===== config.mk =====
export PLATFORM = sky130hd
export DESIGN_NAME = exception_priority_return
export DESIGN_NICKNAME = d
export VERILOG_FILES = /design/src/hdl/exc_pkg.sv /design/src/hdl/exception_priority_return.sv /design/src/hdl/frame_decode.sv
export SDC_FILE = /design/constraint.sdc
export NUM_CORES = 1
export LEC_CHECK = 0
export BUFFER_PORTS_ARGS = -buffer_cell sky130_fd_sc_hd__buf_2
export CAP_MARGIN = 40
export CORE_ASPECT_RATIO = 0.9
export CORE_UTILIZATION = 48
export DETAILED_ROUTE_END_ITERATION = 12
export PLACE_DENSITY = 0.78
export SLEW_MARGIN = 20
export SYNTH_ARGS = -nofsm -noshare
export SYNTH_HDL_FRONTEND = slang
export SYNTH_SLANG_ARGS = --single-unit

===== constraint.sdc =====
create_clock -name clk -period 2.44 [get_ports clk]
set_clock_uncertainty 0.05 [all_clocks]
set_input_delay 0.122 -clock clk [delete_from_list [all_inputs] [get_ports clk]]
set_output_delay 0.122 -clock clk [all_outputs]
set_load 0.01 [all_outputs]

===== src/hdl/exc_pkg.sv =====
// Package: exception groups, frame formats, vector codes and request carriers
package exc_pkg;

  // ----------------------------------------------------------------
  // Priority groups
  // ----------------------------------------------------------------
  localparam logic [3:0] GRP_RESET   = 4'h0;
  localparam logic [3:0] GRP_DACCESS = 4'h1;
  localparam logic [3:0] GRP_FPPRE   = 4'h2;
  localparam logic [3:0] GRP_INSTR   = 4'h3;
  localparam logic [3:0] GRP_FPPOST  = 4'h4;
  localparam logic [3:0] GRP_ADDRERR = 4'h5;
  localparam logic [3:0] GRP_TRACE   = 4'h6;
  localparam logic [3:0] GRP_IACCESS = 4'h7;
  localparam logic [3:0] GRP_INTR    = 4'h8;
  localparam logic [3:0] GRP_NONE    = 4'hF;
  localparam int         NUM_SRC     = 13;

  // ----------------------------------------------------------------
  // Frame formats and layout
  // ----------------------------------------------------------------
  localparam logic [3:0]  FMT_FOUR      = 4'h0;
  localparam logic [3:0]  FMT_THROWAWAY = 4'h1;
  localparam logic [3:0]  FMT_SIX       = 4'h2;
  localparam logic [3:0]  FMT_FPPOST    = 4'h3;
  localparam logic [3:0]  FMT_ACCESS    = 4'h7;
  localparam logic [31:0] OFS_STATUS    = 32'h0000_0000;
  localparam logic [31:0] OFS_PC        = 32'h0000_0002;
  localparam logic [31:0] OFS_FMTVEC    = 32'h0000_0006;
  localparam logic [31:0] FRAME4_BYTES  = 32'h0000_0008;
  localparam logic [31:0] FRAME6_BYTES  = 32'h0000_000C;
  localparam logic [31:0] FRAME30_BYTES = 32'h0000_003C;
  localparam int          SR_SUPER_BIT  = 13;
  localparam int          SR_TRACE_BIT  = 15;

  // ----------------------------------------------------------------
  // Vector numbers
  // ----------------------------------------------------------------
  localparam logic [7:0] VEC_RESET    = 8'h00;
  localparam logic [7:0] VEC_ACCESS   = 8'h02;
  localparam logic [7:0] VEC_ADDRERR  = 8'h03;
  localparam logic [7:0] VEC_TRACE    = 8'h09;
  localparam logic [7:0] VEC_FMTERR   = 8'h0E;
  localparam logic [7:0] VEC_FPUNIMP  = 8'h0B;
  localparam logic [7:0] VEC_FPPOST   = 8'h37;

  // ----------------------------------------------------------------
  // Carriers
  // ----------------------------------------------------------------
  typedef struct packed {
    logic       reset;
    logic       dataAccess;
    logic       fpPre;
    logic       execTrap;     // breakpoint, bound check, divide, traps
    logic       preExec;      // illegal, unimplemented line, privilege
    logic       fpUnimpl;
    logic       fpPost;       // only from float_move_instr to memory
    logic       addrErr;
    logic       trace;
    logic       instAccess;
    logic       intr;
    logic [7:0] trapVec;      // vector of the group three condition
    logic [7:0] fpVec;        // vector of the group two condition
    logic [7:0] intrVec;
  } exc_req_s;

  typedef struct packed {
    logic       instrDone;    // current instruction completed
    logic       operandsFetched;
    logic       floatMoveDone;
  } exc_stage_s;

  typedef struct packed {
    logic        valid;
    logic [31:0] data;
  } stack_rd_s;

  typedef struct packed {
    logic        req;
    logic        write;
    logic [31:0] addr;
    logic [1:0]  size;        // 2 = long word, 1 = word
    logic [31:0] data;
  } stack_op_s;

  typedef enum logic [2:0] {
    ACT_NONE, ACT_TAKE, ACT_ABORT, ACT_RESUME
  } exc_action_e;

endpackage : exc_pkg


===== src/hdl/exception_priority_return.sv =====
// Exception arbitration, interrupt chaining and return-from-exception frame handling
module exception_priority_return (
  input  wire logic               clk,
  input  wire logic               reset,
  input  wire exc_pkg::exc_req_s  excReq,
  input  wire exc_pkg::exc_stage_s stage,
  input  wire logic               excReturnInstr,  // exception_return_instr executes
  input  wire logic [31:0]        stackPtr,
  input  wire exc_pkg::stack_rd_s stackRd,
  input  wire logic               procDone,        // vector fetch and stacking finished
  output exc_pkg::stack_op_s      stackOp,
  output logic                    excTake,         // one-cycle pulse
  output logic [3:0]              excGroup,
  output logic [7:0]              excVector,
  output logic                    abortInstr,
  output logic                    restartInstr,
  output logic [2:0]              faultPending,    // fault_status_word flags: trace, post, unimpl
  output logic                    resumeValid,     // pulse: load pc/status and resume
  output logic [31:0]             resumePc,
  output logic [15:0]             statusWord,
  output logic [31:0]             newStackPtr,
  output logic                    formatError,
  output logic                    addrErrOnReturn
);

  typedef enum logic [2:0] {
    ST_IDLE, ST_PROC, ST_RD_SR_PC, ST_RD_FMT, ST_DECIDE
  } ctl_e;

  typedef struct packed {
    ctl_e               st;
    exc_pkg::stack_op_s op;
    logic               take;
    logic [3:0]         grp;
    logic [7:0]         vec;
    logic               abort;
    logic               restart;
    logic [2:0]         pend;
    logic               resume;
    logic [31:0]        pc;
    logic [15:0]        sr;
    logic [31:0]        sp;
    logic [15:0]        fmtWord;
    logic               fmtErr;
    logic               addrErr;
  } state_s;

  state_s r, nxt;

  logic [3:0]  fmt;
  logic [11:0] vecOfs;
  logic        fmtKnown;
  logic [31:0] fBytes;
  logic        oddTrace;

  frame_decode u_decode (
    .fmtVecWord (r.fmtWord),
    .statusWord (r.sr),
    .stackedPc  (r.pc),
    .format     (fmt),
    .vecOffset  (vecOfs),
    .known      (fmtKnown),
    .frameBytes (fBytes),
    .oddPcTrace (oddTrace)
  );

  // ----------------------------------------------------------------
  // Eligibility of each source under its timing condition
  // ----------------------------------------------------------------
  logic tracePend;
  logic accessFlagsFp;
  always_comb begin
    // Trace hidden behind group three or float post
    tracePend = excReq.trace & ~(excReq.execTrap | excReq.preExec
                | excReq.fpUnimpl | excReq.fpPost);
    accessFlagsFp = excReq.fpPost | excReq.fpUnimpl;
  end

  logic [3:0] winGrp;
  logic [7:0] winVec;
  always_comb begin
    winGrp = exc_pkg::GRP_NONE;
    winVec = 8'h00;
    // Highest group first; losers drop and recur on restart, save a chained interrupt and float or trace flags kept by a data access
    if (excReq.reset) begin
      winGrp = exc_pkg::GRP_RESET;
      winVec = exc_pkg::VEC_RESET;
    end else if (excReq.dataAccess) begin
      winGrp = exc_pkg::GRP_DACCESS;
      winVec = exc_pkg::VEC_ACCESS;
    end else if (excReq.fpPre) begin
      winGrp = exc_pkg::GRP_FPPRE;
      winVec = excReq.fpVec;
    end else if (excReq.execTrap | excReq.preExec) begin
      winGrp = exc_pkg::GRP_INSTR;
      winVec = excReq.trapVec;
    end else if (excReq.fpUnimpl & stage.operandsFetched) begin
      winGrp = exc_pkg::GRP_INSTR;
      winVec = exc_pkg::VEC_FPUNIMP;
    end else if (excReq.fpPost & stage.floatMoveDone) begin
      winGrp = exc_pkg::GRP_FPPOST;
      winVec = exc_pkg::VEC_FPPOST;
    end else if (excReq.addrErr & stage.instrDone) begin
      winGrp = exc_pkg::GRP_ADDRERR;
      winVec = exc_pkg::VEC_ADDRERR;
    end else if (tracePend & stage.instrDone) begin
      winGrp = exc_pkg::GRP_TRACE;
      winVec = exc_pkg::VEC_TRACE;
    end else if (excReq.instAccess & stage.instrDone) begin
      winGrp = exc_pkg::GRP_IACCESS;
      winVec = exc_pkg::VEC_ACCESS;
    end else if (excReq.intr & stage.instrDone) begin
      winGrp = exc_pkg::GRP_INTR;
      winVec = excReq.intrVec;
    end
  end

  // ----------------------------------------------------------------
  // Control sequence
  // ----------------------------------------------------------------
  always_comb begin
    nxt        = r;
    nxt.take   = 1'b0;
    nxt.resume = 1'b0;
    nxt.op.req = 1'b0;
    nxt.abort  = 1'b0;
    nxt.restart = 1'b0;
    if (excReq.reset) begin
      // Nothing is stacked; all sequences are dropped
      // Vector fetch still follows, so the sequence ends in a resume
      nxt.st     = ST_PROC;
      nxt.take   = 1'b1;
      nxt.grp    = exc_pkg::GRP_RESET;
      nxt.vec    = exc_pkg::VEC_RESET;
      nxt.abort  = 1'b1;
      nxt.pend   = 3'h0;
      nxt.fmtErr = 1'b0;
      nxt.addrErr = 1'b0;
    end else begin
      case (r.st)
        ST_IDLE: begin
          if (winGrp != exc_pkg::GRP_NONE) begin
            nxt.take  = 1'b1;
            nxt.grp   = winGrp;
            nxt.vec   = winVec;
            nxt.abort = (winGrp == exc_pkg::GRP_DACCESS);
            nxt.restart = (winGrp == exc_pkg::GRP_FPPRE);
            nxt.pend  = 3'h0;
            if (winGrp == exc_pkg::GRP_DACCESS) begin
              // Trace flag left as zero when float is flagged
              nxt.pend = {excReq.trace & ~accessFlagsFp,
                          excReq.fpPost, excReq.fpUnimpl & ~excReq.fpPost};
            end
            nxt.st = ST_PROC;
          end else if (excReturnInstr) begin
            nxt.op = '{req: 1'b1, write: 1'b0, addr: stackPtr + exc_pkg::OFS_STATUS,
                       size: 2'h2, data: 32'h0000_0000};
            nxt.sp = stackPtr;
            nxt.fmtErr  = 1'b0;
            nxt.addrErr = 1'b0;
            nxt.st = ST_RD_SR_PC;
          end
        end
        ST_PROC: begin
          if (procDone) begin
            if (excReq.intr & (r.grp != exc_pkg::GRP_INTR)) begin
              // Chain straight into the interrupt handler
              nxt.take = 1'b1;
              nxt.grp  = exc_pkg::GRP_INTR;
              nxt.vec  = excReq.intrVec;
            end else begin
              nxt.resume = 1'b1;
              nxt.st     = ST_IDLE;
            end
          end
        end
        ST_RD_SR_PC: begin
          if (stackRd.valid) begin
            // Long word at sp holds status and pc high half
            nxt.sr = stackRd.data[31:16];
            nxt.pc = {stackRd.data[15:0], 16'h0000};
            nxt.op = '{req: 1'b1, write: 1'b0, addr: r.sp + 32'h0000_0004,
                       size: 2'h2, data: 32'h0000_0000};
            nxt.st = ST_RD_FMT;
          end
        end
        ST_RD_FMT: begin
          if (stackRd.valid) begin
            nxt.pc      = {r.pc[31:16], stackRd.data[31:16]};
            nxt.fmtWord = stackRd.data[15:0];
            nxt.st      = ST_DECIDE;
          end
        end
        ST_DECIDE: begin
          nxt.st = ST_IDLE;
          if (!fmtKnown) begin
            nxt.fmtErr = 1'b1;
            nxt.take   = 1'b1;
            nxt.grp    = exc_pkg::GRP_INSTR;
            nxt.vec    = exc_pkg::VEC_FMTERR;
            nxt.st     = ST_PROC;
          end else if (fmt == exc_pkg::FMT_THROWAWAY) begin
            nxt.sp = r.sp + fBytes;
            nxt.op = '{req: 1'b1, write: 1'b0, addr: r.sp + fBytes,
                       size: 2'h2, data: 32'h0000_0000};
            nxt.st = ST_RD_SR_PC;
          end else if (oddTrace) begin
            nxt.addrErr = 1'b1;
            nxt.sr[exc_pkg::SR_SUPER_BIT] = 1'b1;
            nxt.take = 1'b1;
            nxt.grp  = exc_pkg::GRP_ADDRERR;
            nxt.vec  = exc_pkg::VEC_ADDRERR;
            nxt.st   = ST_PROC;
          end else if (fmt == exc_pkg::FMT_ACCESS && r.pend != 3'h0) begin
            // Frame turns into the pending exception's frame
            nxt.take = 1'b1;
            nxt.sp   = r.sp + fBytes;
            if (r.pend[1]) begin
              nxt.grp = exc_pkg::GRP_FPPOST;
              nxt.vec = exc_pkg::VEC_FPPOST;
            end else if (r.pend[0]) begin
              nxt.grp = exc_pkg::GRP_INSTR;
              nxt.vec = exc_pkg::VEC_FPUNIMP;
            end else begin
              nxt.grp = exc_pkg::GRP_TRACE;
              nxt.vec = exc_pkg::VEC_TRACE;
            end
            nxt.pend = 3'h0;
            nxt.st   = ST_PROC;
          end else begin
            nxt.sp     = r.sp + fBytes;
            nxt.resume = 1'b1;
          end
        end
        default: nxt.st = ST_IDLE;
      endcase
    end
  end

  always_ff @(posedge clk) begin
    if (reset) begin
      r       <= '0;
      r.st    <= ST_IDLE;
      r.grp   <= exc_pkg::GRP_NONE;
      r.abort <= 1'b1;
    end else begin
      r <= nxt;
    end
  end

  // ----------------------------------------------------------------
  // Outputs straight from state
  // ----------------------------------------------------------------
  assign stackOp         = r.op;
  assign excTake         = r.take;
  assign excGroup        = r.grp;
  assign excVector       = r.vec;
  assign abortInstr      = r.abort;
  assign restartInstr    = r.restart;
  assign faultPending    = r.pend;
  assign resumeValid     = r.resume;
  assign resumePc        = r.pc;
  assign statusWord      = r.sr;
  assign newStackPtr     = r.sp;
  assign formatError     = r.fmtErr;
  assign addrErrOnReturn = r.addrErr;

endmodule : exception_priority_return


===== src/hdl/frame_decode.sv =====
// Frame format word decoder with status-word odd-pc trace check
module frame_decode (
  input  wire logic [15:0] fmtVecWord,
  input  wire logic [15:0] statusWord,
  input  wire logic [31:0] stackedPc,
  output logic      [3:0]  format,
  output logic      [11:0] vecOffset,
  output logic             known,
  output logic      [31:0] frameBytes,
  output logic             oddPcTrace
);

  always_comb begin
    format     = fmtVecWord[15:12];
    vecOffset  = fmtVecWord[11:0];
    known      = 1'b1;
    frameBytes = exc_pkg::FRAME4_BYTES;
    case (fmtVecWord[15:12])
      exc_pkg::FMT_FOUR:      frameBytes = exc_pkg::FRAME4_BYTES;
      exc_pkg::FMT_THROWAWAY: frameBytes = exc_pkg::FRAME4_BYTES;
      exc_pkg::FMT_SIX:       frameBytes = exc_pkg::FRAME6_BYTES;
      exc_pkg::FMT_FPPOST:    frameBytes = exc_pkg::FRAME6_BYTES;
      exc_pkg::FMT_ACCESS:    frameBytes = exc_pkg::FRAME30_BYTES;
      default:                known      = 1'b0;
    endcase
    oddPcTrace = stackedPc[0] & statusWord[exc_pkg::SR_TRACE_BIT];
  end

endmodule : frame_decode


==> Word level (Yosys, flattened, before mapping) <==
Cells that the tools add are included.
{ "op_classes": {"eq_ne": 40, "addsub": 2, "reduce_logical": 28, "bitwise": 22, "n_mux": 76} }
{ "ops": {"columns": ["operator", "n"], "rows": [
  ["two-way mux 68 bit", 3],
  ["case mux 68 bit (3 select lines)", 1],
  ["two-way mux 32 bit", 5],
  ["two-way mux 71 bit", 2],
  ["case mux 32 bit (2 select lines)", 2],
  ["two-way mux 13 bit", 6],
  ["two-way mux 8 bit", 9],
  ["two-way mux 4 bit", 12],
  ["two-way mux 48 bit", 1],
  ["case mux 13 bit (3 select lines)", 1],
  ["AND reduction 6 bit", 6],
  ["adder 32 x 3 -> 32 bit (second input constant)", 1],
  ["adder 32 bit", 1],
  ["!= test 2 bit (second input constant)", 15],
  ["!= test 3 bit (second input constant)", 9],
  ["two-way mux 11 bit", 2],
  ["two-way mux 3 bit", 7],
  ["!= test 4 bit (second input constant)", 5],
  ["two-way mux 18 bit", 1],
  ["two-way mux 16 bit", 1],
  ["case mux 3 bit (5 select lines)", 1],
  ["two-way mux 14 bit", 1],
  ["== test 4 x 2 -> 1 bit (second input constant)", 3],
  ["case mux 6 bit (2 select lines)", 1],
  ["other kinds (27)", 72]
]} }
{ "word_totals": {"elab_cells": 190, "ff_bits": 188, "output_inout_bits": 169, "in_bits": 107} }

==> Depth between registers and ports, before layout <==
{ "depth": {"word_depth": 19, "depth_mapped": 11, "ltp_nobuf": 11} }

==> Hierarchy <==
A second synthesis with hierarchy kept.
{ "hier_totals": {"cells_unflattened": 1405, "hier_area_um2": 10659.0} }
{ "by_module_without_submodules": {"columns": ["module", "seq_area_each_um2", "area_each_um2", "cells_per_inst", "n_inst"], "rows": [
  ["exception_priority_return", 3083.0, 10261.1, 1351, 1],
  ["frame_decode", 0.0, 397.9, 54, 1]
]} }

==> Worst setup path before layout <==
No wires, ideal clock.
{ "synth_timing": {"path_type": "reg2reg", "startpoint": "register r[16] (netlist name)", "endpoint": "register r (netlist bit stackOp[49])", "required_time_ns": 2.316, "arrival_time_ns": 2.368, "setup_time_ns": 0.074, "stages_incl_launch_ff": 12, "path_buffers": 3, "synth_period_minus_slack_ns": 2.492, "path_slack_ns": -0.052, "path_cell_list": "dfxtp_1 -> and4b_1 -> clkbuf_1 -> ha_1 -> clkbuf_1 -> a21oi_1 -> a21oi_1 -> clkbuf_1 -> nand2_1 -> xnor2_1 -> nand2_1 -> a31oi_1"} }
{ "synth_via": {"elab_chain_cells": 7, "word_cells_on_any_way": 16, "classes_between": "1 x add/sub; 6 x eq/ne; 5 x mux; 4 x reduce/logical"} }
{ "synth_rtl": {"columns": ["item", "line_no", "text"], "rows": [
  ["start: declaration", "exception_priority_return.sv:48", "state_s r, nxt;"],
  ["start signal: assignment", "exception_priority_return.sv:247", "r <= nxt;"],
  ["== test 4 x 2 -> 1 bit", "frame_decode.sv:18", "case (fmtVecWord[15:12])"],
  ["OR reduction 2 bit (no line)", null, null],
  ["case mux 6 bit (2 select lines)", "frame_decode.sv:18", null],
  ["adder 32 bit", "exception_priority_return.sv:204", "nxt.op = '{req: 1'b1, write: 1'b0, addr: r.sp + fBytes,"],
  ["two-way mux 68 bit", "exception_priority_return.sv:202", "end else if (fmt == exc_pkg::FMT_THROWAWAY) begin"],
  ["two-way mux 68 bit", "exception_priority_return.sv:196", "if (!fmtKnown) begin"],
  ["case mux 68 bit (3 select lines)", "exception_priority_return.sv:140", "case (r.st)"]
]} }
Parallel ways exist; a longest one is shown, timed or not. The select of a mux whose other input is x is not followed.
A chain may end at the register's enable or synchronous reset.

==> Final worst setup path <==
{ "layout_timing": {"startpoint": "register r[17] (netlist name)", "endpoint": "register r (netlist bit stackOp[55])"} }
Same word-level chain as after synthesis.

==> impl_results.md <==
* Status: finished, violations left
* Failing checks: negative hold slack
* Core area at 18600 um^2
* Finished Core Util at 0.613
* PortBufs at 241
* Post-detailed-route via-to-cell ratio at 5.94
* CTS Buf Count at 17
* Worst path required time at 2.70 ns
* DRC viols at 0
* HPWL reported at the end of detailed placement at 20300 um
* Hold slack final at -0.00197 ns
* Nature of the critical path endpoint: register
* Crit share post-route at 0.983
* Syn_area_per_cell at 7.39 um^2
* Sequential-to-total area share from yosys stat at 0.307
* Least-Margin Pin Slew at 0.858 ns
* F_max at 417 MHz
* Final setup fails at 0
* Pins over their slew limit at 0
* Clk_lat worst skew at 0.43 ns
* Final RePlAce weighted congestion at 0.929
* Maxcap violations at 0
* Total power divided by cell area at 509 nW/um^2
* Synth Warn # at 0
* Vias at 10100
* Die ar. at 19800 um^2
* Final hold violation count at 1
* Minimum clock period at 2.40 ns
* CTS tree: yes
* Crit path DAT at 2.66 ns
* Ys async rst share at 0
* Antenna viol nets, final at 0
* CP Max Fanout at 17
* Total gr overflow at 0
* Die height at 134 um
* LEAKAGE at 4.67 nW
* Largest net degree at the start of global routing at 75
* Mapped Area at 9250 um^2
* Routed WL at 30900 um
* Setup crit start kind: register
* Placed cell count at 1586
* FILL cells at 1651
* Synth Instances at 1252
* H-tree depth at 4
* FP Rows at 47
* Ports at 276
* Clock Root Buffer: clkbuf_16
* Initial antenna violation count at 1
* Vias in the first global route at 9216
* WL/cell at 18.2 um
* Synth unique cells at 70
* Hold WC Path Type: in -> reg
* Rel. slew slack at 0.428
* Number of flops mapped to enable cells by yosys at 0
* First-pass GRT wire length at 47200 um
* Clock sink count at 142
* Initial DRT Pass Iterations at 5
* #FFs+latches synth at 142
* Kind of critical path: reg -> reg
* Starting density of the core at 0.496
* Clock Tree Buf Depth at 2
* Pwr Total at 5.82 mW
* All-Layer GR Usage at 0.299
* Post-route insts no fill at 1695
* DR iter-0 viols at 1001
* Final-stage net count at 1549
* Die W at 148 um
* Max VDD drop at 0.359 mV
* Area grow syn2layout at 23.5%
* Most common flop cell mapped by yosys: dfxtp_1
* Share of cells above drive strength 1 at 0.276
* Clock Pin Slew Worst Setup and Hold Paths at 0.07 ns
==> stage by stage <==
step                      setup TNS [ns]  area, um^2  setup slack, ns
after floorplan                        0        9380           0.0487
after detailed placement          -0.343        9870          -0.0921
after global routing              -0.202       11400          -0.0705
after CTS                              0       11200         0.000898
final                                  0       11400           0.0403
after global placement                 0        9870           0.0667
==> where the power goes <==
| part | internal (mW) | switching, mW | total [mW] | leakage [nW] |
|---|---|---|---|---|
| Clock | 1.67 | 1.10 | 2.77 | 0.290 |
| Sequential | 2.37 | 0.0338 | 2.40 | 1.15 |
| Combinational | 0.288 | 0.360 | 0.648 | 3.23 |
==> per-layer routing <==
metal	vias up	GRT usage	routed length [um]
met1	4676	0.395	12600
met3	120	0.0654	3400
met5	-	0	16
met2	632	0.466	13700
li1	4634	-	-
met4	2	0.135	1240
==> cells in the final DEF, fill, tap and decap left out, types with 8 or more instances in the layout <==
master / count
buf_4: 70
o21ai_0: 80
a41oi_1: 9
a31oi_1: 24
clkbuf_16: 20
a21oi_1: 134
o31ai_1: 12
dfxtp_1: 139
nand4_1: 20
conb_1: 34
xor2_1: 9
a211oi_1: 11
and2_1: 14
a221oi_1: 10
xnor2_1: 23
nor2_1: 58
nand3_1: 54
o211ai_1: 8
nand2_1: 201
nor3_1: 26
buf_2: 240
dlygate4sd3_1: 63
nand2b_1: 8
a22o_1: 8
==> registers in the layout, indices dropped and copies added (netlist names), 3 cells and up <==
| name | cells |
|---|---|
| excGroup | 4 |
| stackOp | 34 |
| excVector | 8 |
| statusWord | 16 |
| faultPending | 3 |
| r | 7 |
| resumePc | 32 |
| newStackPtr | 32 |
==> synthesized netlist by cell type (6+ instances only) <==
library cell | instances | area [um^2]
clkbuf_1 | 63 | 236
nand4_1 | 20 | 125
a21o_1 | 7 | 52.6
a22oi_1 | 8 | 60.1
a22o_1 | 8 | 70.1
nor2b_1 | 8 | 50.1
a31oi_1 | 24 | 150
a21oi_1 | 135 | 676
xor2_1 | 9 | 78.8
a211oi_1 | 11 | 82.6
inv_1 | 8 | 30.0
nor2_1 | 59 | 221
and2_1 | 14 | 87.6
o211ai_1 | 8 | 60.1
a41oi_1 | 10 | 87.6
buf_4 | 164 | 1230
a221oi_1 | 12 | 105
o21ai_0 | 84 | 420
nand2_1 | 202 | 758
nand2b_1 | 8 | 50.1
nand3_1 | 54 | 270
o32ai_1 | 8 | 70.1
buf_2 | 18 | 90.1
nor3_1 | 30 | 150
xnor2_1 | 23 | 201
o22ai_1 | 6 | 37.5
dfxtp_1 | 142 | 2840
o31ai_1 | 12 | 90.1
a211oi_2 | 6 | 75.1
==> path summary, 6_finish.rpt <==
kind,endpoint,slack (ns),start,depth (start not counted)
worst min register to register,statusWord[14],0.40,statusWord[14],2
worst max-delay path,stackOp[55],0.04,r[17],9
worst max register to register,stackOp[55],0.04,r[17],9
worst min-delay path,stackOp[53],-0.002,stackPtr[19],3
==> critical path, stage by stage (launching register included) <==
cell and delay (ns):
dfxtp_1 0.36, and4b_2 0.29, ha_4 0.32, o211ai_1 0.17
a21oi_2 0.24, buf_12 0.17, nand2_1 0.09, xnor2_1 0.15
a221oi_1 0.34, nor2_1 0.09
==> layout make-up <==
type	instances	area [um^2]	share of cell area
Tap cell	245	307	0.0268
Clock inverter	11	156	0.0137
Multi-Input combinational cell	882	5040	0.441
Sequential cell	142	2850	0.249
Antenna cell	1	2.50	0.000219
Timing Repair Buffer	384	2570	0.226
Clock buffer	20	457	0.0400
Inverter	10	37.5	0.00329
==> logic make-up (layout without fill, tap and decap cells) <==
kind of cell	Yosys count	count (layout)	synth area share
mux	5	5	0.00541
other cells	1	35	0.000405
fa+ha+maj	5	5	0.00676
buf+inv	261	425	0.177
flops	142	142	0.307
simple gates	433	433	0.218
compound gates	373	373	0.255
xor+xnor	32	32	0.0303
==> timing repair <==
action,CTS,global route
hold buffers,63,0
endpoints found under the setup margin,16,38
pin swaps,6,16
setup buffers,3,10
gates cloned,0,3
hold endpoints to repair,86,0
gates resized for setup,10,23
No activity file was read; power rests on OpenSTA's default activity.
